## src/design/acst_pkg.sv

```systemverilog
// Constants and types for the serial control-two block
package acst_pkg;

  localparam int ACST_ADDR_W = 2;
  localparam logic [1:0] ADDR_CTRL2 = 2'h0;
  localparam logic [1:0] ADDR_LINE = 2'h1;
  localparam logic [1:0] ADDR_STAT = 2'h2;

  localparam logic [7:0] CTRL2_RESET = 8'h00;
  localparam logic [7:0] LINE_RESET = 8'h00;

  // Control-two field positions
  localparam int C2_BUF_IRQ = 7;
  localparam int C2_DONE_IRQ = 6;
  localparam int C2_FULL_IRQ = 5;
  localparam int C2_QUIET_IRQ = 4;
  localparam int C2_XMIT_ON = 3;
  localparam int C2_RCV_ON = 2;
  localparam int C2_STANDBY = 1;
  localparam int C2_BRK = 0;

  // Line configuration field positions
  localparam int LN_LOOP = 0;
  localparam int LN_SRC = 1;
  localparam int LN_DIR = 2;
  localparam int LN_WAKE = 3;
  localparam int LN_NINE = 4;
  localparam int LN_W = 5;

  // Status field positions
  localparam int ST_BUF_EMPTY = 7;
  localparam int ST_DONE = 6;
  localparam int ST_FULL = 5;
  localparam int ST_QUIET = 4;
  localparam int ST_BUSY = 3;
  localparam int ST_BRK = 2;
  localparam int ST_PRE = 1;
  localparam int ST_BAUD = 0;

  // Character length in bit times, start and stop included
  localparam logic [3:0] CHAR_BITS_8 = 4'ha;
  localparam logic [3:0] CHAR_BITS_9 = 4'hb;
  localparam logic [3:0] CNT_ONE = 4'h1;

  typedef enum logic [1:0] {
    ACST_SEQ_QUIET,
    ACST_SEQ_BREAK,
    ACST_SEQ_PREAMBLE
  } acst_seq_t;

endpackage

```

## src/design/acst_control_two.sv

```systemverilog
// Second control register of the asynchronous serial port, with break and idle queueing
//
// Our own choices: the register addresses and strobed register access.
`timescale 1ns/10ps
`default_nettype none

module acst_control_two
  import acst_pkg::*;
(
  input wire logic clock,
  input wire logic reset,
  input wire logic enable,
  input wire logic [ACST_ADDR_W-1:0] reg_addr,
  input wire logic [7:0] reg_wdata,
  input wire logic reg_wr,
  input wire logic reg_rd,
  output logic [7:0] reg_rdata,
  input wire logic xmit_buf_load,
  input wire logic xmit_data_write,
  input wire logic xmit_data_active,
  input wire logic xmit_done,
  input wire logic rcv_buf_full,
  input wire logic line_quiet,
  input wire logic bit_tick,
  input wire logic rcv_idle_seen,
  input wire logic rcv_char_done,
  input wire logic rcv_msb,
  output logic irq,
  output logic xmit_buf_empty,
  output logic xmit_enable,
  output logic xmit_pin_drive,
  output logic xmit_pin_oe,
  output logic rcv_enable,
  output logic rcv_pin_own,
  output logic rcv_standby,
  output logic baud_run,
  output logic line_low,
  output logic line_mark,
  output logic seq_busy,
  output logic nine_bit_sel
);

  ////////////////////////////////////////////////////////////////////////////////
  // Registers and decode

  logic [7:0] ctrl2_r;
  logic [LN_W-1:0] line_r;
  logic [7:0] rdata_r;
  logic irq_r;
  logic buf_empty_r;
  logic baud_run_r;
  logic brk_pend_r;
  logic idle_pend_r;
  acst_seq_t seq_r;
  logic [3:0] bit_cnt_r;

  logic wr_ctrl2;
  logic wr_line;
  logic xmit_rise;
  logic brk_rise;
  logic wake_hit;
  logic internal_loop_sel;
  logic rcv_source_sel;
  logic single_wire_dir;
  logic wake_sel;
  logic xmit_busy;
  logic [3:0] char_len;
  logic char_end;
  logic [7:0] status;

  assign wr_ctrl2 = enable && reg_wr && reg_addr == ADDR_CTRL2;
  assign wr_line = enable && reg_wr && reg_addr == ADDR_LINE;
  assign xmit_rise = wr_ctrl2 && reg_wdata[C2_XMIT_ON] && !ctrl2_r[C2_XMIT_ON];
  assign brk_rise = wr_ctrl2 && reg_wdata[C2_BRK] && !ctrl2_r[C2_BRK];

  assign internal_loop_sel = line_r[LN_LOOP];
  assign rcv_source_sel = line_r[LN_SRC];
  assign single_wire_dir = line_r[LN_DIR];
  assign wake_sel = line_r[LN_WAKE];
  assign nine_bit_sel = line_r[LN_NINE];

  // Idle line ends standby, or with the wake bit set a marked top data bit instead
  assign wake_hit = wake_sel ? (rcv_char_done && rcv_msb) : rcv_idle_seen;

  // No lockout: writes land whatever the transmitter or receiver is doing
  always_ff @(posedge clock) begin
    if (reset) begin
      ctrl2_r <= CTRL2_RESET;
    end else if (wr_ctrl2) begin
      ctrl2_r <= reg_wdata;
    end else if (enable && ctrl2_r[C2_STANDBY] && wake_hit) begin
      ctrl2_r[C2_STANDBY] <= 1'b0;
    end
  end

  always_ff @(posedge clock) begin
    if (reset) begin
      line_r <= LINE_RESET[LN_W-1:0];
    end else if (wr_line) begin
      line_r <= reg_wdata[LN_W-1:0];
    end
  end

  assign status = {buf_empty_r, xmit_done, rcv_buf_full, line_quiet, xmit_busy,
                   seq_r == ACST_SEQ_BREAK, seq_r == ACST_SEQ_PREAMBLE, baud_run_r};

  always_ff @(posedge clock) begin
    if (reset) begin
      rdata_r <= 8'h00;
    end else if (enable) begin
      if (reg_rd) begin
        case (reg_addr)
          ADDR_CTRL2: rdata_r <= ctrl2_r;
          ADDR_LINE: rdata_r <= {{(8-LN_W){1'b0}}, line_r};
          ADDR_STAT: rdata_r <= status;
          default: rdata_r <= 8'h00;
        endcase
      end else begin
        rdata_r <= 8'h00;
      end
    end
  end

  assign reg_rdata = rdata_r;

  ////////////////////////////////////////////////////////////////////////////////
  // Interrupt request and buffer-empty flag

  always_ff @(posedge clock) begin
    if (reset) begin
      irq_r <= 1'b0;
    end else if (enable) begin
      irq_r <= (ctrl2_r[C2_BUF_IRQ] && buf_empty_r) ||
               (ctrl2_r[C2_DONE_IRQ] && xmit_done) ||
               (ctrl2_r[C2_FULL_IRQ] && rcv_buf_full) ||
               (ctrl2_r[C2_QUIET_IRQ] && line_quiet);
    end
  end

  assign irq = irq_r;

  // A load in the same cycle as a data write wins: the buffer really emptied
  always_ff @(posedge clock) begin
    if (reset) begin
      buf_empty_r <= 1'b1;
    end else if (enable) begin
      if (xmit_buf_load) begin
        buf_empty_r <= 1'b1;
      end else if (xmit_data_write) begin
        buf_empty_r <= 1'b0;
      end
    end
  end

  assign xmit_buf_empty = buf_empty_r;

  // Sticky: later clearing of both enables does not stop the generator
  always_ff @(posedge clock) begin
    if (reset) begin
      baud_run_r <= 1'b0;
    end else if (wr_ctrl2 && (reg_wdata[C2_XMIT_ON] || reg_wdata[C2_RCV_ON])) begin
      baud_run_r <= 1'b1;
    end
  end

  assign baud_run = baud_run_r;

  ////////////////////////////////////////////////////////////////////////////////
  // Queued break and idle characters

  assign char_len = nine_bit_sel ? CHAR_BITS_9 : CHAR_BITS_8;
  assign char_end = bit_tick && bit_cnt_r >= char_len - CNT_ONE;

  // Set wins over the clear taken when the sequencer starts
  always_ff @(posedge clock) begin
    if (reset) begin
      brk_pend_r <= 1'b0;
    end else if (enable) begin
      if (brk_rise && ctrl2_r[C2_XMIT_ON]) begin
        brk_pend_r <= 1'b1;
      end else if (seq_r == ACST_SEQ_QUIET && !xmit_data_active) begin
        brk_pend_r <= 1'b0;
      end
    end
  end

  always_ff @(posedge clock) begin
    if (reset) begin
      idle_pend_r <= 1'b0;
    end else if (enable) begin
      if (xmit_rise) begin
        idle_pend_r <= 1'b1;
      end else if (seq_r == ACST_SEQ_QUIET && !xmit_data_active && !brk_pend_r) begin
        idle_pend_r <= 1'b0;
      end
    end
  end

  // Queued characters wait for the data shifter; break goes before idle
  always_ff @(posedge clock) begin
    if (reset) begin
      seq_r <= ACST_SEQ_QUIET;
      bit_cnt_r <= 4'h0;
    end else if (enable) begin
      case (seq_r)
        ACST_SEQ_QUIET: begin
          bit_cnt_r <= 4'h0;
          if (!xmit_data_active && brk_pend_r) begin
            seq_r <= ACST_SEQ_BREAK;
          end else if (!xmit_data_active && idle_pend_r) begin
            seq_r <= ACST_SEQ_PREAMBLE;
          end
        end
        ACST_SEQ_BREAK: begin
          if (char_end) begin
            bit_cnt_r <= 4'h0;
            // Bit still high, with the transmitter on, at the end of a break starts another one
            if (!(ctrl2_r[C2_BRK] && ctrl2_r[C2_XMIT_ON])) begin
              seq_r <= ACST_SEQ_QUIET;
            end
          end else if (bit_tick) begin
            bit_cnt_r <= bit_cnt_r + CNT_ONE;
          end
        end
        ACST_SEQ_PREAMBLE: begin
          if (char_end) begin
            bit_cnt_r <= 4'h0;
            seq_r <= ACST_SEQ_QUIET;
          end else if (bit_tick) begin
            bit_cnt_r <= bit_cnt_r + CNT_ONE;
          end
        end
        default: begin
          seq_r <= ACST_SEQ_QUIET;
          bit_cnt_r <= 4'h0;
        end
      endcase
    end
  end

  assign line_low = seq_r == ACST_SEQ_BREAK;
  assign line_mark = seq_r == ACST_SEQ_PREAMBLE;
  assign seq_busy = seq_r != ACST_SEQ_QUIET || brk_pend_r || idle_pend_r;

  ////////////////////////////////////////////////////////////////////////////////
  // Pin ownership

  assign xmit_busy = xmit_data_active || seq_busy;
  assign xmit_enable = ctrl2_r[C2_XMIT_ON];

  // Off bit only takes the pin back once queued traffic has drained
  assign xmit_pin_drive = (ctrl2_r[C2_XMIT_ON] || xmit_busy) &&
                          !(internal_loop_sel && !rcv_source_sel);
  assign xmit_pin_oe = xmit_pin_drive &&
                       (!(internal_loop_sel && rcv_source_sel) || single_wire_dir);

  assign rcv_enable = ctrl2_r[C2_RCV_ON];
  // In loop modes the receive pin is never used
  assign rcv_pin_own = ctrl2_r[C2_RCV_ON] && !internal_loop_sel;
  assign rcv_standby = ctrl2_r[C2_STANDBY];
endmodule

`default_nettype wire

```

## config.mk

```make
export PLATFORM = sky130hd
export DESIGN_NAME = acst_control_two
export DESIGN_NICKNAME = d
export VERILOG_FILES = /design/src/design/acst_pkg.sv /design/src/design/acst_control_two.sv
export SDC_FILE = /design/constraint.sdc
export NUM_CORES = 1
export LEC_CHECK = 0
export BUFFER_PORTS_ARGS = -buffer_cell sky130_fd_sc_hd__buf_2
export CORE_MARGIN = 2
export CORE_UTILIZATION = 41
export CTS_CLUSTER_SIZE = 40
export DETAILED_ROUTE_END_ITERATION = 12
export PLACE_DENSITY = 0.68
export SYNTH_ARGS = -nofsm -noshare
export SYNTH_HDL_FRONTEND = slang
export SYNTH_SLANG_ARGS = --single-unit
```

## constraint.sdc

```tcl
create_clock -name clock -period 2.05 [get_ports clock]
set_clock_uncertainty 0.15 [all_clocks]
set_input_delay 0.205 -clock clock [delete_from_list [all_inputs] [get_ports clock]]
set_output_delay 0.205 -clock clock [all_outputs]
set_load 0.02 [all_outputs]
```

==> results of run 1 <==
==> cells in the final DEF, fill, tap and decap left out, types with 3 or more instances in the layout <==
cell       Yosys  routed
buf_2          3      45
o2bb2ai_1      4       4
inv_1          8       8
mux2i_1        9       9
nand2_1       26      25
buf_4          1       4
mux2_1         4       4
dfxtp_1       32      31
nor2_1        10      10
nand4b_1       4       4
clkbuf_8       0       6
o21ai_1        4       4
a31oi_1        3       3
nand3_1       10      10
a21oi_1       23      23
ha_1           6       5
o2111ai_1      4       4
nand2b_1       9       9
nor2b_1        7       6
==> routing by layer <==
metal | GRT usage (%) | part of all wire (%) | vias up
met3 | 6.33 | 7.1 | 7
met1 | 23.4 | 46 | 729
li1 | - | - | 793
met5 | 0 | 0 | -
met4 | 6.89 | 1.3 | 0
met2 | 31.1 | 46 | 46
==> sequential cells by signal (all words and copies together) (netlist names) <==
name            cells
reg_rdata           8
seq_r               2
baud_run            1
brk_pend_r          1
ctrl2_r             8
idle_pend_r         1
irq                 1
xmit_buf_empty      1
bit_cnt_r           4
line_r              5
==> per-stage QoR <==
step,cell area (um^2),hold WS [ns],utilization [%],power (uW)
after global placement,1920,0.290,48.8,797
after floorplan,1660,0.127,-,740
after global routing,2060,0.000734,52.1,1340
after detailed placement,1920,0.298,48.8,798
final,2060,0.00721,52.1,1290
after CTS,2030,0.00182,51.4,1300
==> logic make-up after synthesis <==
logic type,Yosys count,share of synthesized area [%]
AND/OR/NAND/NOR,75,23.2
multiplexers,13,8.14
buffers and inverters,19,4.75
adder cells (fa/ha/maj),6,4.52
flip-flops,32,38.6
AO/OA/AOI/OAI,51,20.8
==> cell type report <==
class,count,area [um^2]
fill,382,1890
clock buffer,6,82.6
timing repair buffer,50,265
inverter,9,33.8
clock inverter,2,10.0
sequential,32,642
multi-input combinational,145,960
tap,50,62.6
==> worst max-delay path, cell delays in order (launching register included) <==
cell and delay [ns]:
dfxtp_1 0.35, inv_1 0.07, ha_2 0.19, nor2b_2 0.17, nand2_2 0.08, nor2_1 0.06, a211oi_1 0.15, buf_2 0.19
==> timing repair <==
action | in CTS | in global routing
pin swaps | 0 | 2
endpoints found under the hold margin | 1 | 0
resized for setup | 1 | 4
setup buffers | 0 | 1
hold buffers | 1 | 0
endpoints found under the setup margin | 1 | 4
==> power groups by stage <==
stage	combinational [uW]	clock, uW	sequential (uW)
floorplan	78.7	0	662
global placement	141	0	655
detailed placement	142	0	656
CTS	144	514	642
global route	163	538	643
finish	147	498	642
==> worst paths after layout <==
path                                 endpoint
setup reg to reg    bit_cnt_r[2]$_SDFFE_PP0P_
setup / recovery                  xmit_pin_oe
hold / removal    xmit_buf_empty$_SDFFE_PP1P_
hold reg to reg     reg_rdata[7]$_SDFFE_PP0P_
==> metrics.csv, run 1 <==
stage;metric;value;unit
placed_design;placed insts;284;
synthesis;Post-Syn Area per Cell;8.46;um^2
timing;Tcrit/Tclk final;92.8;%
clocking;clk buf depth;2;
drt;# DRC;0;
setup_path;WP data required;1.69;ns
setup_path;CP Launch Type;register;
timing;Final min period;1.90;ns
run_status;outcome;finished clean;
placed_design;dpl ws;0.139;ns
setup_path;Critical Path End Type;output port;
drt;vias per inst;5.36;
floorplanning;Ports;46;
cells_and_area;Non-Filler Instances;294;
drt;Pre-antenna DRT Iters;4;
synthesis;most area-consuming cells after synthesis;dfxtp_1 (39%), a21oi_1 (6.9%), nand2_1 (5.9%);
floorplanning;# rows;23;
power_and_ir_drop;Sw Share;25.4;%
placed_design;DP Wirelength;2880;um
synthesis;Most used DFF post-synth;dfxtp_1;
global_routing;GRT overflow;0;
worst_hold_path;hold-critical path depth;2;
drt;DRT antenna net count;0;
synthesis;post-synthesis sequential area ratio;38.6;%
floorplanning;Initial Util;42.1;%
synthesis;cell with the most instances after synthesis;dfxtp_1;
cells_and_area;area growth from synthesis to layout;23.9;%
cells_and_area;share of post-route cells with drive strength above 1;27.5;%
setup_path;crit path max fanout;3;
setup_path;reg-to-reg slack, setup;0.18;ns
timing;Final setup viols;0;
setup_path;CP Class;reg -> out;
setup_path;reg2reg path depth;7;
setup_path;CP startpoint;seq_r[1]$_SDFFE_PP0P_;
synthesis;count of cell types in the netlist;37;
clocking;Clock Pin Slew Worst Setup and Hold Paths;0.06;ns
timing;Fmax;526;MHz
timing;Max Slew Vio Count;0;
synthesis;flops & latches, synth;32;
power_and_ir_drop;sw power;326;uW
floorplanning;Die Y;67.6;um
synthesis;Synth top cells by count;dfxtp_1 (32), nand2_1 (26), a21oi_1 (23);
power_and_ir_drop;Flop pwr share;49.9;%
clocking;CTS tree;done;
global_routing;Total Routing Usage GR;19.1;%
clocking;H-Tree Depth;2;
synthesis;ys async rst share;0;%
drt;drt initial violations;96;
global_routing;vias in the first global route;1425;
job;maxcap violations;0;
drt;Post-Route WL;4010;um
placed_design;global placer's final weighted congestion;0.798;
floorplanning;Die Wd;67.6;um
synthesis;share of the synthesized area in the top cell type;38.6;%
power_and_ir_drop;cell leakage power;0.000855;uW
synthesis;Syn Nets;227;
global_routing;largest net degree at the start of global routing;33;
drt;per-cell routed wire length;13.7;um
floorplanning;die area;0.00457;mm^2
clocking;Sink Count;32;
floorplanning;core area;0.00394;mm^2
worst_hold_path;hold_sp;xmit_buf_load;
power_and_ir_drop;Comb pwr share;11.4;%
synthesis;Synth area leader;dfxtp_1;
clocking;cts bufs inserted;5;
timing;slew margin rel.;60.6;%
timing;setup TNS;0;ns
power_and_ir_drop;Pwr Density;626;mW/mm^2
power_and_ir_drop;worst ir drop on vdd;251;uV
synthesis;Post-Syn Area;0.00166;mm^2
cells_and_area;ANT cells;0;
synthesis;Post-synth EDFFs;0;
timing;final worst slack;0.148;ns
clocking;Root Buffer;clkbuf_8;
placed_design;Port Buffers;45;
drt;vias;1575;
clocking;Worst-Skew Late Latency;0.29;ns
setup_path;R2R Path Start;line_r[4]$_SDFFE_PP0P_;
timing;Worst-Margin Slew;0.591;ns
timing;Hold Violations, Final;0;
synthesis;Syn Inst Count;196;
synthesis;Syn. warnings;0;
global_routing;first-pass GRT wire length;6470;um
worst_hold_path;Hold WC Path Type;in -> reg;
cells_and_area;Net count, final;274;
power_and_ir_drop;internal power;961;uW
global_routing;initial antenna violation count;0;
power_and_ir_drop;Clock Power Share;38.7;%
setup_path;Critical Path AT;1.55;ns
(Power assumes the default switching activity.)
==> inputs of run 2 (changes only) <==
- RECOVER_POWER: default -> 50
- TNS_END_PERCENT: default -> 100
==> run 2 against run 1 <==
Total power fell by 0.14%. Combinational power barely moved. Utilization fell by 0.41 points. Worst setup slack got worse by 0.00085 ns. Largest power group unchanged. Clock-buffer cell count did not move. Die area did not move. Sequential share of layout area rose by 0.25 points.
==> metrics.csv, run 2 (same netlist as run 1, synthesis figures left out) <==
stage;metric;value;unit;change
placed_design;global placer's final weighted congestion;0.798;;unchanged
global_routing;GRT overflow;0;;unchanged
drt;vias;1576;;+0.063%
clocking;Sink Count;32;;unchanged
floorplanning;Die Wd;67.6;um;unchanged
cells_and_area;Non-Filler Instances;294;;unchanged
global_routing;initial antenna violation count;0;;unchanged
setup_path;CP Launch Type;register;;
power_and_ir_drop;overall power;1290;uW;-0.14%
clocking;cts bufs inserted;5;;unchanged
timing;Final min period;1.90;ns;+0.000854 ns
timing;slew margin rel.;52.9;%;-7.7 points
power_and_ir_drop;Pwr Density;630;mW/mm^2;+0.65%
cells_and_area;Filler cells;388;;+1.6%
drt;Post-Route WL;4030;um;+0.45%
cells_and_area;ANT cells;0;;unchanged
timing;Tcrit/Tclk final;92.8;%;about the same
clocking;Clock Pin Slew Worst Setup and Hold Paths;0.06;ns;about the same
setup_path;max incr delay on CP;0.35;ns;about the same
floorplanning;Initial Util;42.1;%;unchanged
global_routing;first-pass GRT wire length;6470;um;unchanged
setup_path;Crit-path slowest cell;dfxtp_1;;
timing;Worst-Margin Slew;0.706;ns;+0.115 ns
setup_path;reg2reg path depth;7;;unchanged
floorplanning;Die Y;67.6;um;unchanged
floorplanning;# rows;23;;unchanged
power_and_ir_drop;worst ir drop on vdd;252;uV;about the same
power_and_ir_drop;cell leakage power;0.000810;uW;-5.3%
cells_and_area;Net count, final;274;;unchanged
setup_path;Crit path max-delay family;flip-flops;;
floorplanning;core area;0.00394;mm^2;unchanged
setup_path;WP data required;1.69;ns;about the same
setup_path;critical path cell sequence;inv_1, ha_2, nor2b_2, nand2_2, nor2_1, a211oi_1, buf_2;;
timing;Hold Violations, Final;0;;unchanged
drt;Pre-antenna DRT Iters;4;;unchanged
drt;drt initial violations;98;;+2.1%
drt;per-cell routed wire length;13.7;um;+0.45%
floorplanning;Ports;46;;unchanged
setup_path;Critical Path End Type;output port;;
timing;Max Slew Vio Count;0;;unchanged
setup_path;crit path max fanout;3;;unchanged
clocking;Worst-Skew Late Latency;0.29;ns;about the same
setup_path;CP Class;reg -> out;;
placed_design;Port Buffers;45;;unchanged
clocking;H-Tree Depth;2;;unchanged
global_routing;largest net degree at the start of global routing;33;;unchanged
setup_path;reg-to-reg slack, setup;0.18;ns;about the same
cells_and_area;share of post-route cells with drive strength above 1;23.0;%;-4.5 points
drt;vias per inst;5.36;;about the same
cells_and_area;commonest non-fill, non-tap cell in the layout;buf_2;;
global_routing;vias in the first global route;1425;;unchanged
cells_and_area;most frequent cells in the layout;buf_2 (35), dfxtp_1 (31), nand2_1 (25), a21oi_1 (23), clkbuf_1 (11);;
floorplanning;die area;0.00457;mm^2;unchanged
setup_path;Crit path depth;7;;unchanged
clocking;clk buf depth;2;;unchanged
setup_path;CP Buf/Inv Count;2;;unchanged
drt;# DRC;0;;unchanged
timing;Fmax;526;MHz;about the same
drt;DRT antenna net count;0;;unchanged
timing;Final setup viols;0;;unchanged
placed_design;DP Wirelength;2880;um;unchanged
setup_path;Critical Path AT;1.55;ns;about the same
run_status;outcome;finished clean;;
worst_hold_path;Hold WC Path Type;in -> reg;;
clocking;Root Buffer;clkbuf_8;;
cells_and_area;area growth from synthesis to layout;22.9;%;
worst_hold_path;hold-critical path depth;2;;unchanged
placed_design;placed insts;284;;unchanged
clocking;CTS tree;done;;
global_routing;Total Routing Usage GR;19.1;%;unchanged
job;maxcap violations;0;;unchanged
## run 2: changes by cell type in the layout (fill, tap and decap cells not counted), sizes merged
cell	change
clkbuf	+11
buf	-11
## run 2: repair_timing
action / in CTS / in global routing
gates resized for setup: 1 / 4
setup buffers: 0 / 1
endpoints found under the setup margin: 1 / 4
hold endpoints to repair: 1 / 0
hold buffers: 1 / 0
pin swaps: 0 / 2
## run 2: path summary, 6_finish.rpt
check | start | end
worst max-delay path | seq_r[1]$_SDFFE_PP0P_ | xmit_pin_oe
worst min-delay path | xmit_buf_load | xmit_buf_empty$_SDFFE_PP1P_
worst min register to register | reg_rdata[7]$_SDFFE_PP0P_ | reg_rdata[7]$_SDFFE_PP0P_
worst max register to register | line_r[4]$_SDFFE_PP0P_ | bit_cnt_r[2]$_SDFFE_PP0P_
## run 2: report_power, final
group	switching, uW	internal, uW	total, uW
clock	231	267	498
combinational	86.8	58.4	145
sequential	9.03	633	642
total	326	959	1290
## run 2: final cells by class
class,instances,area (um^2),area share [%]
inverter,9,33.8,1.66
sequential,32,642,31.5
multi-input combinational,145,960,47.1
timing repair buffer,50,249,12.2
clock inverter,2,10.0,0.491
tap,50,62.6,3.07
clock buffer,6,82.6,4.05
## run 2: through the flow
| stage | TNS (ns) | hold slack [ns] | area [um^2] | setup WS [ns] | util (%) |
|---|---|---|---|---|---|
| finish | 0 | 0.00709 | 2040 | 0.147 | 51.7 |
| global route | -0.0387 | 0.000734 | 2040 | -0.0219 | 51.7 |
| CTS | 0 | 0.00182 | 2030 | 0.0147 | 51.4 |
| detailed placement | 0 | 0.298 | 1920 | 0.139 | 48.8 |
| global placement | 0 | 0.290 | 1920 | 0.188 | 48.8 |
| floorplan | 0 | 0.127 | 1660 | 0.148 | - |
## run 2: per-layer routing
layer / share of wire (%) / global-route usage (%)
met1: 46 / 23.4
met2: 46 / 31.1
met3: 7.1 / 6.33
met4: 1.3 / 6.89
met5: 0 / 0
## run 2: worst register-to-register path: cells and delay by family (launching register included)
family | cells | cell delay, ns
AO/OA/AOI/OAI | 3 | 0.55
flip-flops | 1 | 0.38
adder cells (fa/ha/maj) | 1 | 0.28
buffers and inverters | 2 | 0.26
AND/OR/NAND/NOR | 1 | 0.19
